===== config.mk =====
export PLATFORM = sky130hd
export DESIGN_NAME = meter_integration_and_pulse_ctrl
export DESIGN_NICKNAME = d
export VERILOG_FILES = /design/src/meter_pkg.sv /design/src/meter_integration_and_pulse_ctrl.sv
export VERILOG_INCLUDE_DIRS = /design/src
export SDC_FILE = /design/constraint.sdc
export NUM_CORES = 2
export LEC_CHECK = 0
export ABC_AREA = 1
export BUFFER_PORTS_ARGS = -buffer_cell sky130_fd_sc_hd__buf_2
export CAP_MARGIN = 20
export CORE_UTILIZATION = 63
export DETAILED_ROUTE_END_ITERATION = 12
export PLACE_DENSITY = 0.81
export SYNTH_ARGS = -nofsm -noshare
export SYNTH_HDL_FRONTEND = slang
export SYNTH_SLANG_ARGS = --single-unit

===== constraint.sdc =====
create_clock -name clk_i -period 3.83 [get_ports clk_i]
set_input_delay 0.383 -clock clk_i [delete_from_list [all_inputs] [get_ports clk_i]]
set_output_delay 0.383 -clock clk_i [all_outputs]
set_load 0.005 [all_outputs]

===== src/meter_cfg.svh =====
// constants: offsets, field positions, reset values and times of the meter block
`ifndef METER_CFG_SVH
`define METER_CFG_SVH
// ----------------------------------------------------------------------------
// clock and times
// ----------------------------------------------------------------------------
`define CLK_HZ            10000000
`define TICK_S            1
`define PW_SHORT_MS       32
`define PW_LONG_MS        100
`define DISP_OFF_S        9'd480
`define KEY_FAST_S        9'd240
`define HEARTBEAT_S       5'd30
`define INT_FAST_S        7'd4
`define INT_NORMAL_S      7'd32
`define INT_ADAPT_MAX_S   7'd64
`define LEAK_HALF_S       13'd1800
`define LEAK_ONE_S        13'd3600
`define LEAK_TWO_S        13'd7200
`define LEAK_HALF_N       6'd48
`define LEAK_ONE_N        6'd24
`define LEAK_TWO_N        6'd12
// ----------------------------------------------------------------------------
// register offsets (byte addresses)
// ----------------------------------------------------------------------------
`define ADR_CONFIG        8'h00
`define ADR_THRESH        8'h04
`define ADR_PRESCALE      8'h08
`define ADR_COUNT_A       8'h0C
`define ADR_COUNT_B       8'h10
`define ADR_STATUS        8'h14
`define ADR_OUT_CTRL      8'h18
`define ADR_HEAT          8'h1C
`define ADR_COOL          8'h20
`define ADR_VOL           8'h24
// ----------------------------------------------------------------------------
// config fields and reset values
// ----------------------------------------------------------------------------
`define CFG_PW_LSB        0
`define CFG_INT_LSB       8
`define CFG_LEAK_LSB      12
`define CFG_LEAKB_BIT     16
`define PW_CODE_RST       8'h5F
`define PW_CODE_LONG      8'h60
`define PW_CODE_CTRL      8'h63
`define INT_CODE_RST      3'h1
`define LEAK_CODE_RST     2'h2
`define PRESCALE_RST      16'h0001
`define THRESH_RST        16'h0010
`endif


===== src/meter_pkg.sv =====
// types shared by the meter integration and pulse block
package meter_pkg;
    typedef enum logic [1:0] {
        SRC_HEAT = 2'b00,
        SRC_COOL = 2'b01,
        SRC_VOL  = 2'b10
    } src_e;

    typedef struct packed {
        logic [23:0]       div_cnt;
        logic              sec;
        logic [2:0]        key_sync;
        logic [2:0]        pa_sync;
        logic [2:0]        pb_sync;
        logic [7:0]        pw_code;
        logic [2:0]        int_code;
        logic [1:0]        leak_code;
        logic              leak_b_en;
        logic [15:0]       thresh;
        logic [15:0]       presc_a;
        logic [15:0]       presc_b;
        logic [15:0]       pre_a;
        logic [15:0]       pre_b;
        logic [31:0]       cnt_a;
        logic [31:0]       cnt_b;
        logic [31:0]       heat;
        logic [31:0]       cool;
        logic [31:0]       vol;
        logic [8:0]        key_timer;
        logic [6:0]        sec_cnt;
        logic [6:0]        interval;
        logic [6:0]        adapt;
        logic              changed;
        logic [15:0]       prev_flow;
        logic [15:0]       prev_power;
        logic              integrate;
        logic              display_on;
        logic [4:0]        hb_cnt;
        logic              heartbeat;
        logic [12:0]       leak_sec;
        logic              leak_seen;
        logic [5:0]        leak_cnt;
        logic              leak_info;
        logic [1:0][15:0]  pend;
        logic [1:0][23:0]  pw_cnt;
        logic [1:0]        out;
        logic [1:0]        ctrl;
        logic              ack;
        logic [31:0]       dat;
    } state_s;
endpackage : meter_pkg


===== src/meter_integration_and_pulse_ctrl.sv =====
// integration scheduler, leak monitor and pulse-output router of a heat meter
//
// Added by the designer: the Wishbone register port and the register offsets.
`timescale 1ns/1ps
`include "meter_cfg.svh"

module meter_integration_and_pulse_ctrl
    import meter_pkg::*;
#(
    parameter int unsigned METER_TYPE      = 1,
    parameter int unsigned SEC_CYCLES      = `CLK_HZ * `TICK_S,
    parameter int unsigned PW_SHORT_CYCLES = `PW_SHORT_MS * (`CLK_HZ / 1000),
    parameter int unsigned PW_LONG_CYCLES  = `PW_LONG_MS * (`CLK_HZ / 1000)
) (
    input  wire logic        clk_i,
    input  wire logic        rst_i,
    input  wire logic        wb_cyc_i,
    input  wire logic        wb_stb_i,
    input  wire logic        wb_we_i,
    input  wire logic [7:0]  wb_adr_i,
    input  wire logic [3:0]  wb_sel_i,
    input  wire logic [31:0] wb_dat_i,
    output logic      [31:0] wb_dat_o,
    output logic             wb_ack_o,
    input  wire logic        key_i,
    input  wire logic        pulse_a_i,
    input  wire logic        pulse_b_i,
    input  wire logic [15:0] flow_i,
    input  wire logic [15:0] power_i,
    input  wire logic        heat_inc_i,
    input  wire logic        cool_inc_i,
    input  wire logic        vol_inc_i,
    output logic             integrate_o,
    output logic             display_on_o,
    output logic             heartbeat_o,
    output logic             leak_info_o,
    output logic             pulse_c_o,
    output logic             pulse_d_o
);

    // ------------------------------------------------------------------------
    // fixed routing
    // ------------------------------------------------------------------------
    function automatic src_e route(input int unsigned t, input bit chan_d);
        src_e s;
        s = SRC_VOL;
        unique case (t)
            1, 2, 4: s = chan_d ? SRC_VOL  : SRC_HEAT;
            3, 6:    s = chan_d ? SRC_COOL : SRC_HEAT;
            5:       s = chan_d ? SRC_VOL  : SRC_COOL;
            default: s = SRC_VOL;
        endcase
        return s;
    endfunction : route

    // a parameter, not a register: routing is frozen at build time
    localparam src_e SRC_C = route(METER_TYPE, 1'b0);
    localparam src_e SRC_D = route(METER_TYPE, 1'b1);

    function automatic logic [31:0] merge(input logic [31:0] old,
                                          input logic [31:0] nw,
                                          input logic [3:0]  sel);
        logic [31:0] m;
        m = old;
        for (int b = 0; b < 4; b++) begin
            if (sel[b]) begin
                m[b*8 +: 8] = nw[b*8 +: 8];
            end
        end
        return m;
    endfunction : merge

    function automatic logic [15:0] absdiff(input logic [15:0] a,
                                            input logic [15:0] b);
        return (a > b) ? a - b : b - a;
    endfunction : absdiff

    state_s r;
    state_s n;

    logic        req;
    logic        key_edge;
    logic        pa_edge;
    logic        pb_edge;
    logic        disp_off_mode;
    logic        key_fast;
    logic [6:0]  mode_int;
    logic [6:0]  cur_int;
    logic        change;
    logic [12:0] leak_len;
    logic [5:0]  leak_n;
    logic [1:0]  inc;
    logic [23:0] pw_len;
    logic [31:0] cfg_word;
    logic [31:0] wv;

    // ------------------------------------------------------------------------
    // next state
    // ------------------------------------------------------------------------
    always_comb begin
        n = r;
        req = wb_cyc_i && wb_stb_i && !r.ack;
        // first sync stage is only read by the second
        n.key_sync = {r.key_sync[1:0], key_i};
        n.pa_sync  = {r.pa_sync[1:0], pulse_a_i};
        n.pb_sync  = {r.pb_sync[1:0], pulse_b_i};
        key_edge = r.key_sync[1] && !r.key_sync[2];
        pa_edge  = r.pa_sync[1] && !r.pa_sync[2];
        pb_edge  = r.pb_sync[1] && !r.pb_sync[2];

        // one-second enable
        n.sec = 1'b0;
        if (r.div_cnt >= 24'(SEC_CYCLES - 1)) begin
            n.div_cnt = 24'h000000;
            n.sec     = 1'b1;
        end else begin
            n.div_cnt = r.div_cnt + 24'h000001;
        end

        // --------------------------------------------------------------------
        // integration scheduler
        // --------------------------------------------------------------------
        disp_off_mode = r.int_code[2];
        key_fast = r.key_timer < `KEY_FAST_S;
        unique case (r.int_code[1:0])
            2'b01:   mode_int = r.adapt;
            2'b11:   mode_int = `INT_FAST_S;
            default: mode_int = `INT_NORMAL_S;
        endcase
        cur_int = key_fast ? `INT_FAST_S : mode_int;
        n.interval = cur_int;
        n.integrate = 1'b0;
        change = (absdiff(flow_i, r.prev_flow) > r.thresh) ||
                 (absdiff(power_i, r.prev_power) > r.thresh);
        if (key_edge) begin
            n.key_timer = 9'h000;
        end else if (r.sec && r.key_timer != `DISP_OFF_S) begin
            n.key_timer = r.key_timer + 9'h001;
        end
        if (r.sec) begin
            n.prev_flow  = flow_i;
            n.prev_power = power_i;
            if (change) begin
                n.adapt   = `INT_FAST_S;
                n.changed = 1'b1;
            end
            if (r.sec_cnt + 7'h01 >= cur_int) begin
                n.sec_cnt   = 7'h00;
                n.integrate = 1'b1;
                n.changed   = 1'b0;
                if (!change && !r.changed &&
                    r.adapt != `INT_ADAPT_MAX_S) begin
                    n.adapt = {r.adapt[5:0], 1'b0};
                end
            end else begin
                n.sec_cnt = r.sec_cnt + 7'h01;
            end
        end
        n.display_on = !disp_off_mode ||
                       (n.key_timer < `DISP_OFF_S);
        n.heartbeat = 1'b0;
        if (n.display_on) begin
            n.hb_cnt = 5'h00;
        end else if (r.sec) begin
            if (r.hb_cnt + 5'h01 >= `HEARTBEAT_S) begin
                n.hb_cnt    = 5'h00;
                n.heartbeat = 1'b1;
            end else begin
                n.hb_cnt = r.hb_cnt + 5'h01;
            end
        end else begin
            n.heartbeat = r.heartbeat;                    // one second lit
        end

        // --------------------------------------------------------------------
        // leak monitor
        // --------------------------------------------------------------------
        unique case (r.leak_code)
            2'b01:   begin leak_len = `LEAK_HALF_S; leak_n = `LEAK_HALF_N; end
            2'b11:   begin leak_len = `LEAK_TWO_S;  leak_n = `LEAK_TWO_N;  end
            default: begin leak_len = `LEAK_ONE_S;  leak_n = `LEAK_ONE_N;  end
        endcase
        if (pa_edge || (r.leak_b_en && pb_edge)) begin
            n.leak_seen = 1'b1;
        end
        if (r.leak_code == 2'b00) begin
            n.leak_sec  = 13'h0000;
            n.leak_cnt  = 6'h00;
            n.leak_seen = 1'b0;
            n.leak_info = 1'b0;
        end else if (r.sec) begin
            if (r.leak_sec + 13'h0001 >= leak_len) begin
                n.leak_sec  = 13'h0000;
                n.leak_seen = 1'b0;
                if (r.leak_seen || pa_edge) begin
                    if (r.leak_cnt + 6'h01 >= leak_n) begin
                        n.leak_cnt  = leak_n;
                        n.leak_info = 1'b1;
                    end else begin
                        n.leak_cnt = r.leak_cnt + 6'h01;
                    end
                end else begin
                    n.leak_cnt  = 6'h00;
                    n.leak_info = 1'b0;
                end
            end else begin
                n.leak_sec = r.leak_sec + 13'h0001;
            end
        end

        // --------------------------------------------------------------------
        // pulse input prescalers
        // --------------------------------------------------------------------
        if (pa_edge) begin
            if (r.pre_a + 16'h0001 >= r.presc_a) begin
                n.pre_a = 16'h0000;
                n.cnt_a = r.cnt_a + 32'h00000001;
            end else begin
                n.pre_a = r.pre_a + 16'h0001;
            end
        end
        if (pb_edge) begin
            if (r.pre_b + 16'h0001 >= r.presc_b) begin
                n.pre_b = 16'h0000;
                n.cnt_b = r.cnt_b + 32'h00000001;
            end else begin
                n.pre_b = r.pre_b + 16'h0001;
            end
        end

        // --------------------------------------------------------------------
        // accumulators and pulse outputs
        // --------------------------------------------------------------------
        if (heat_inc_i) n.heat = r.heat + 32'h00000001;
        if (cool_inc_i) n.cool = r.cool + 32'h00000001;
        if (vol_inc_i)  n.vol  = r.vol + 32'h00000001;
        inc[0] = (SRC_C == SRC_HEAT) ? heat_inc_i :
                 (SRC_C == SRC_COOL) ? cool_inc_i : vol_inc_i;
        inc[1] = (SRC_D == SRC_HEAT) ? heat_inc_i :
                 (SRC_D == SRC_COOL) ? cool_inc_i : vol_inc_i;
        pw_len = (r.pw_code == `PW_CODE_LONG) ? 24'(PW_LONG_CYCLES)
                                              : 24'(PW_SHORT_CYCLES);
        for (int c = 0; c < 2; c++) begin
            // one lsd unit queues one pulse; high then equal low gap
            n.pend[c] = r.pend[c] + {15'h0000, inc[c]};
            if (r.pw_cnt[c] != 24'h000000) begin
                n.pw_cnt[c] = r.pw_cnt[c] - 24'h000001;
            end else if (r.pend[c] != 16'h0000 &&
                         r.pw_code != `PW_CODE_CTRL) begin
                n.pw_cnt[c] = {pw_len[22:0], 1'b0} - 24'h000001;
                n.pend[c]   = r.pend[c] - 16'h0001 + {15'h0000, inc[c]};
            end
            if (r.pw_code == `PW_CODE_CTRL) begin
                n.out[c] = r.ctrl[c];
            end else begin
                n.out[c] = n.pw_cnt[c] >= pw_len;
            end
        end

        // --------------------------------------------------------------------
        // wishbone slave
        // --------------------------------------------------------------------
        n.ack = req;
        cfg_word = {15'h0000, r.leak_b_en, 2'b00, r.leak_code,
                    1'b0, r.int_code, r.pw_code};
        if (req && wb_we_i) begin
            unique case (wb_adr_i)
                `ADR_CONFIG: begin
                    wv = merge(cfg_word, wb_dat_i, wb_sel_i);
                    n.pw_code   = wv[`CFG_PW_LSB +: 8];
                    n.int_code  = wv[`CFG_INT_LSB +: 3];
                    n.leak_code = wv[`CFG_LEAK_LSB +: 2];
                    n.leak_b_en = wv[`CFG_LEAKB_BIT];
                end
                `ADR_THRESH: begin
                    wv = merge({16'h0000, r.thresh}, wb_dat_i, wb_sel_i);
                    n.thresh = wv[15:0];
                end
                `ADR_PRESCALE: begin
                    wv = merge({r.presc_b, r.presc_a}, wb_dat_i, wb_sel_i);
                    n.presc_a = wv[15:0];
                    n.presc_b = wv[31:16];
                end
                `ADR_COUNT_A: begin
                    wv = merge(r.cnt_a, wb_dat_i, wb_sel_i);
                    n.cnt_a = wv;
                end
                `ADR_COUNT_B: begin
                    wv = merge(r.cnt_b, wb_dat_i, wb_sel_i);
                    n.cnt_b = wv;
                end
                `ADR_OUT_CTRL: begin
                    wv = merge({30'h00000000, r.ctrl}, wb_dat_i, wb_sel_i);
                    n.ctrl = wv[1:0];
                end
                default: wv = 32'h00000000;
            endcase
        end else begin
            wv = 32'h00000000;
        end
        if (req && !wb_we_i) begin
            unique case (wb_adr_i)
                `ADR_CONFIG:   n.dat = cfg_word | (32'(METER_TYPE) << 24);
                `ADR_THRESH:   n.dat = {16'h0000, r.thresh};
                `ADR_PRESCALE: n.dat = {r.presc_b, r.presc_a};
                `ADR_COUNT_A:  n.dat = r.cnt_a;
                `ADR_COUNT_B:  n.dat = r.cnt_b;
                `ADR_STATUS:   n.dat = {16'h0000, r.out, r.leak_info,
                                        r.heartbeat, r.display_on,
                                        key_fast, 3'h0, r.interval};
                `ADR_OUT_CTRL: n.dat = {30'h00000000, r.ctrl};
                `ADR_HEAT:     n.dat = r.heat;
                `ADR_COOL:     n.dat = r.cool;
                `ADR_VOL:      n.dat = r.vol;
                default:       n.dat = 32'h00000000;
            endcase
        end
    end

    // ------------------------------------------------------------------------
    // state register
    // ------------------------------------------------------------------------
    always_ff @(posedge clk_i) begin
        if (rst_i) begin
            r           <= '0;
            r.pw_code   <= `PW_CODE_RST;
            r.int_code  <= `INT_CODE_RST;
            r.leak_code <= `LEAK_CODE_RST;
            r.presc_a   <= `PRESCALE_RST;
            r.presc_b   <= `PRESCALE_RST;
            r.thresh    <= `THRESH_RST;
            r.adapt     <= `INT_FAST_S;
            r.interval  <= `INT_FAST_S;
            r.key_timer <= `DISP_OFF_S;
            r.display_on <= 1'b1;
        end else begin
            r <= n;
        end
    end

    assign wb_dat_o     = r.dat;
    assign wb_ack_o     = r.ack;
    assign integrate_o  = r.integrate;
    assign display_on_o = r.display_on;
    assign heartbeat_o  = r.heartbeat;
    assign leak_info_o  = r.leak_info;
    assign pulse_c_o    = r.out[0];
    assign pulse_d_o    = r.out[1];
endmodule : meter_integration_and_pulse_ctrl


## Word-level counts from Yosys, hierarchy flattened

Cells that the tools add are included.
Widths: inputs -> output; s select.

| storage, ports and cells | value |
|---|---|
| register bits | 497 |
| input bits | 87 |
| logic and storage cells | 217 |

| operators by class | value |
|---|---|
| $add $sub $neg | 26 |
| magnitude comparators | 15 |
| equal/unequal tests | 27 |
| mux-type cells | 48 |
| bitwise logic cells | 1 |
| reductions and logical operators | 49 |

Operators with widths:

| kind | number |
|---|---|
| $pmux 32 s10 | 1 |
| $mux 32 | 6 |
| $add 32x1->32 const B | 5 |
| $mux 16 | 8 |
| $mux 24 | 4 |
| $add 16x1->16 | 4 |
| $gt 16x16->1 | 4 |
| $mux 64 | 1 |
| $mux 8 | 8 |
| $sub 16x16->16 | 4 |
| $ge 24x20->1 | 2 |
| $reduce_bool 24->1 | 2 |
| $sub 24x1->24 const B | 2 |
| $reduce_and 3->1 | 11 |
| $add 16x1->16 const B | 2 |
| $eq 8x5->1 const B | 4 |
| $ge 16x16->1 | 2 |
| $reduce_bool 16->1 | 2 |
| $sub 16x1->16 const B | 2 |
| $mux 7 | 4 |
| $pmux 13 s2 | 1 |
| $add 24x1->24 const B | 1 |
| $ge 24x24->1 const B | 1 |
| $ne 3x3->1 const B | 8 |
| other kinds (39) | 77 |

## Longest topological paths before layout

| logic depth | value |
|---|---|
| word-level depth | 9 |
| gate-level depth with buffers | 33 |
| gate-level depth less buffers | 32 |

## Worst setup path before layout

Ideal clock, no wire load.

| timing | value |
|---|---|
| kind | input to register |
| start point | input port flow_i[0] |
| end point | register r[180] (netlist name) |
| library setup time | 0.070 ns |
| arrival | 3.490 ns |
| slack | 0.269 ns |
| stages on the path | 31 |
| path buffers | 1 |
| path through | inv_1 ha_1 inv_1 fa_1 nand2_1 nand2_1 a21oi_1 o21ai_1 nand2_1 o211ai_1 nand2_1 inv_1 buf_4 nand2_1 nand3b_1 nand2_1 inv_1 ha_1 a21oi_1 nor2_1 nor3_1 nand2_1 nand2_1 nand2_1 nand2_1 nand2_1 nor2_1 nand3_1 inv_1 nand2_1 a21oi_1 |

| between the ends | value |
|---|---|
| word-level cells in the longest chain between the ends | 9 |

RTL lines:

| what | line | RTL |
|---|---|---|
| start: declaration | meter_integration_and_pulse_ctrl.sv:28 | `input wire logic [15:0] flow_i,` |
| $sub 16x16->16 / $gt 16x16->1 (equally long branches) | meter_integration_and_pulse_ctrl.sv:75 | `return (a > b) ? a - b : b - a;` |
| $mux 16 * | meter_integration_and_pulse_ctrl.sv:75 |  |
| $gt 16x16->1 * | meter_integration_and_pulse_ctrl.sv:133 | `change = (absdiff(flow_i, r.prev_flow) > r.thresh) \|\|` |
| $logic_or 1x1->1 * | meter_integration_and_pulse_ctrl.sv:133 |  |
| $logic_not 1->1 | meter_integration_and_pulse_ctrl.sv:151 | `if (!change && !r.changed &&` |
| $logic_and 1x1->1 | meter_integration_and_pulse_ctrl.sv:151 |  |
| $logic_and 1x1->1 (no line) | -- |  |
| $mux 7 | meter_integration_and_pulse_ctrl.sv:151 |  |
| $mux 8 * | meter_integration_and_pulse_ctrl.sv:147 | `if (r.sec_cnt + 7'h01 >= cur_int) begin` |
| end signal: assignment | meter_integration_and_pulse_ctrl.sv:337 | `r <= n;` |
| end: declaration | meter_integration_and_pulse_ctrl.sv:78 | `state_s r;` |

Every way passes the cells marked *; elsewhere a longest branch is shown, timed or not. The select of a mux whose other input is x is not followed.
A chain may end at the register's enable or synchronous reset.

## Worst setup path in the final report

| timing | value |
|---|---|
| start point | register r[386] (netlist name) |
| end point | register r[365] (netlist name) |

| between the ends | value |
|---|---|
| word-level cells in the longest chain between the ends | 6 |

RTL lines:

| what | line | RTL |
|---|---|---|
| $add 16x1->16 * | meter_integration_and_pulse_ctrl.sv:215 | `if (r.pre_a + 16'h0001 >= r.presc_a) begin` |
| $ge 16x16->1 * | meter_integration_and_pulse_ctrl.sv:215 |  |
| $mux 32 * | meter_integration_and_pulse_ctrl.sv:215 |  |
| $mux 32 * | meter_integration_and_pulse_ctrl.sv:214 | `if (pa_edge) begin` |
| $mux 32 | meter_integration_and_pulse_ctrl.sv:267 | `unique case (wb_adr_i)` |
| $mux 64 * | meter_integration_and_pulse_ctrl.sv:266 | `if (req && wb_we_i) begin` |

Every way passes the cells marked *; elsewhere a longest branch is shown, timed or not.

==> summary.md <==
| Metric | Value |
|---|---|
| Synthesized area per cell | `6.496 sq um` |
| Final WS setup | `0.04974 ns` |
| # rows | `83` |
| DRC | `0` |
| Maximum Capacitance Violations | `0` |
| RSZ-0062 raised after global routing | `yes` |
| CP Cell Sequence | `ha_2 > nand3_1 > nor3_2 > nand3_2 > nor3_4 > nand3_2 > nor2_1 > xor2_1 > inv_1 > ha_1 > nand2_2 > o21ai_0 > a21oi_1 > nand3_2 > buf_12 > buf_6 > nand2_1 > o21ai_0 > nand2_1 > nand3_1 > nand2_1 > a21oi_1` |
| First-pass GRT wire length | `162600 um` |
| Drt initial violations | `roughly 3600` |
| Startpoint type of the worst setup path | `flip-flop` |
| Congestion Overflow GR | `0` |
| Share of cells above drive strength 1 | `9.548%` |
| Syn Std Cell Area | `approximately 0.033 sq mm` |
| Largest net degree at the start of global routing | `120` |
| Post-Syn Nets | `5338` |
| Sinks on Clock Net | `497` |
| Worst vdd ir | `0.0003489 V` |
| # IOs | `126` |
| Chip Width | `230.5 um` |
| Crit Path Max Fanout | `16` |
| Post-detailed-routing wire length | `103500 um` |
| CP Data Required Time | `4.30 ns` |
| Routed Antenna Nets | `0` |
| Hold slack | `0.02674 ns` |
| Max-Slew Margin vs Limit | `30.91%` |
| Final-report setup violation count | `0` |
| Die H | `230.5 um` |
| Layout Utilization | `71.35%` |
| Final Critical Period | `3.780 ns` |
| Design Area, Final | `roughly 0.037 sq mm` |
| Vias in the first global route | `31780` |
| CTS H-Tree Depth | `2` |
| Share of flip-flops with an asynchronous set or reset | `0%` |
| Area share of the largest cell type after synthesis | `a little under a third` |
| Clock latency on the worst-skew pair | `0.64 ns` |
| Placed Area | `between 0.03 and 0.04 sq mm` |
| Setup crit end kind | `flip-flop` |
| Worst Tran Pin Value | `1.027 ns` |
| Pwr Density | `469.3 mW/mm^2` |
| DR WL/cell | `17.54 um` |
| Pre-CTS WS | `-0.1547 ns` |
| Dominant synthesized flop cell | `dfxtp_1` |
| Dominant cell type by area after synthesis | `dfxtp_1` |
| Hold Crit Depth | `3` |
| Hold crit path type | `in -> reg` |
| Initial core utilization | `63.98%` |
| Yosys reg bits | `497` |
| Synth-to-layout area growth | `11.51%` |
| Placer Congestion | `1.022` |
| CP max stage delay | `approximately 0.36 ns` |
| Worst endpoint data arrival time | `~4.3 ns` |
| Multi-input logic area | `0.01965 sq mm` |
| Clock buffer depth | `3` |
| Tot GR Track Use | `between 30% and 40%` |
| Synth cell types | `63` |
| Max-slew violation count | `0` |
| Number of port buffers | `125` |
| Setup Skew | `0.02001 ns` |
| Inserted Clock Buffers | `54` |
| Cells after Synth | `slightly above 5000` |
| Most area-consuming cells after synthesis | `dfxtp_1, nand2_1, inv_1` |
| Worst path depth | `22` |
| Final Cycle Share | `98.70%` |
| Cell depth of the worst flop-to-flop path | `22` |
| HPWL Detailed | `about 76000 um` |
| Final hold vios | `0` |
| FF+latch area | `0.009966 sq mm` |
| Final net count | `about 5500` |
| Post-synth top cells | `nand2_1, inv_1, nor2_1` |
| WP buf/inv | `3` |
| Die area | `0.05313 sq mm` |
| Routed vias | `about 34000` |
| Clock-pin slew on the worst setup and hold paths | `0.06 ns` |
| WS Path Type | `reg -> reg` |
| CP max stage cell | `dfxtp_1` |
| Post-synth EDFFs | `0` |
| TritonRoute pass-1 iters | `6` |
| Yosys warning count | `0` |
| Top-count cell post-synth | `nand2_1` |
| Outcome | `completed` |
| Delay-heaviest family, CP | `simple AND/OR/NAND/NOR gates` |
| Max Clk Rate | `0.2645 GHz` |
| Root buffer cell | `clkbuf_16` |
| Post-Route Setup TNS | `0 ns` |
| Leak Pwr | `15.58 nW` |
| Initial antenna violation count | `7` |
| Via/cell ratio | `between 5 and 6` |
| Core area | `0.05141 sq mm` |
| Sequential fraction of the synthesis area | `a little under a third` |
| Filler cell count | `4595` |
| CTS tree | `yes` |
## final cells by class
cell class / count / area share [%]
multi-input combinational: 3653 / 53.57
sequential: 497 / 27.17
inverter: 720 / 7.386
timing repair buffer: 250 / 4.609
clock buffer: 83 / 4.336
tap: 680 / 2.320
clock inverter: 13 / 0.5765
antenna: 4 / 0.02729
## metrics by stage
step,total power [mW],instances
6_report,17.21,5900
5_1_grt,18.32,5898
4_1_cts,17.09,5889
3_5_place_dp,11.71,5790
3_3_place_gp,11.59,5790
2_1_floorplan,10.30,5063
## cell usage in the layout, fill, tap and decap left out, types with 14 or more instances in the layout
cell	count
dfxtp_1	490
nand2_2	23
nand3_1	298
xnor2_1	21
o21bai_1	14
nand4_1	71
nand2_1	1035
nor2_2	23
nor3_2	20
a31oi_1	36
buf_4	109
nor3_1	98
inv_2	14
inv_1	698
nor4_1	33
clkbuf_16	54
xor2_1	132
nand3b_1	27
buf_2	124
nor2_1	589
ha_1	175
clkbuf_8	14
o211ai_1	21
o22ai_1	65
a21oi_1	467
o21ai_0	303
clkbuf_1	16
## per-layer routing
layer | global-route usage (%) | vias up | routed length (um)
met1 | 49.30 | 15730 | 43120
met3 | 6.707 | 314 | 9519
met2 | 59.95 | 1568 | 45330
li1 | - | 16850 | -
met5 | 0 | - | 69
met4 | 18.89 | 10 | 5457
## where the power goes
group | switching (mW) | leakage [nW] | internal, mW
Combinational | 3.88 | 10.7 | 2.02
Sequential | 0.377 | 4.02 | 5.54
Clock | 2.26 | 0.877 | 3.13
## what timing repair did
| action | 4_1_cts | 5_1_grt |
|---|---|---|
| hold buffers | 3 | 0 |
| gates resized for setup | 2 | 92 |
| endpoints found under the hold margin | 3 | 0 |
| pin swaps | 0 | 29 |
| setup endpoints to repair | 12 | 100 |
| setup buffers | 0 | 7 |
## flip-flops by register name, indices dropped and copies added (netlist names), 6 cells and up
name / flops
cfg_word: 14
n: 6
r: 438
wb_dat_o: 32
## worst paths after layout
path,start,end,slack (ns)
worst max-delay path,r[386],r[365],0.05
worst min-delay path,power_i[9],r[155],0.03
worst max register to register,r[386],r[365],0.05
worst min register to register,n[470],n[471],0.42
## kinds of logic (layout without fill, tap and decap cells)
family	count (synthesis)	count (layout)	synth area share (%)
AOI/OAI and AO/OA	1035	1035	17.55
xor gates and xnor gates	155	155	4.127
adders and majority gates	188	188	7.243
buffers and inverters	913	1066	11.01
DFF	497	497	30.25
other	0	4	0
and+or+nand+nor	2275	2275	29.82
## tightest hold or removal path: stages
cell     delay (ns)
buf_2          0.11
inv_1          0.06
a21oi_1        0.06
Note: power is estimated with default switching activity, not from simulation.
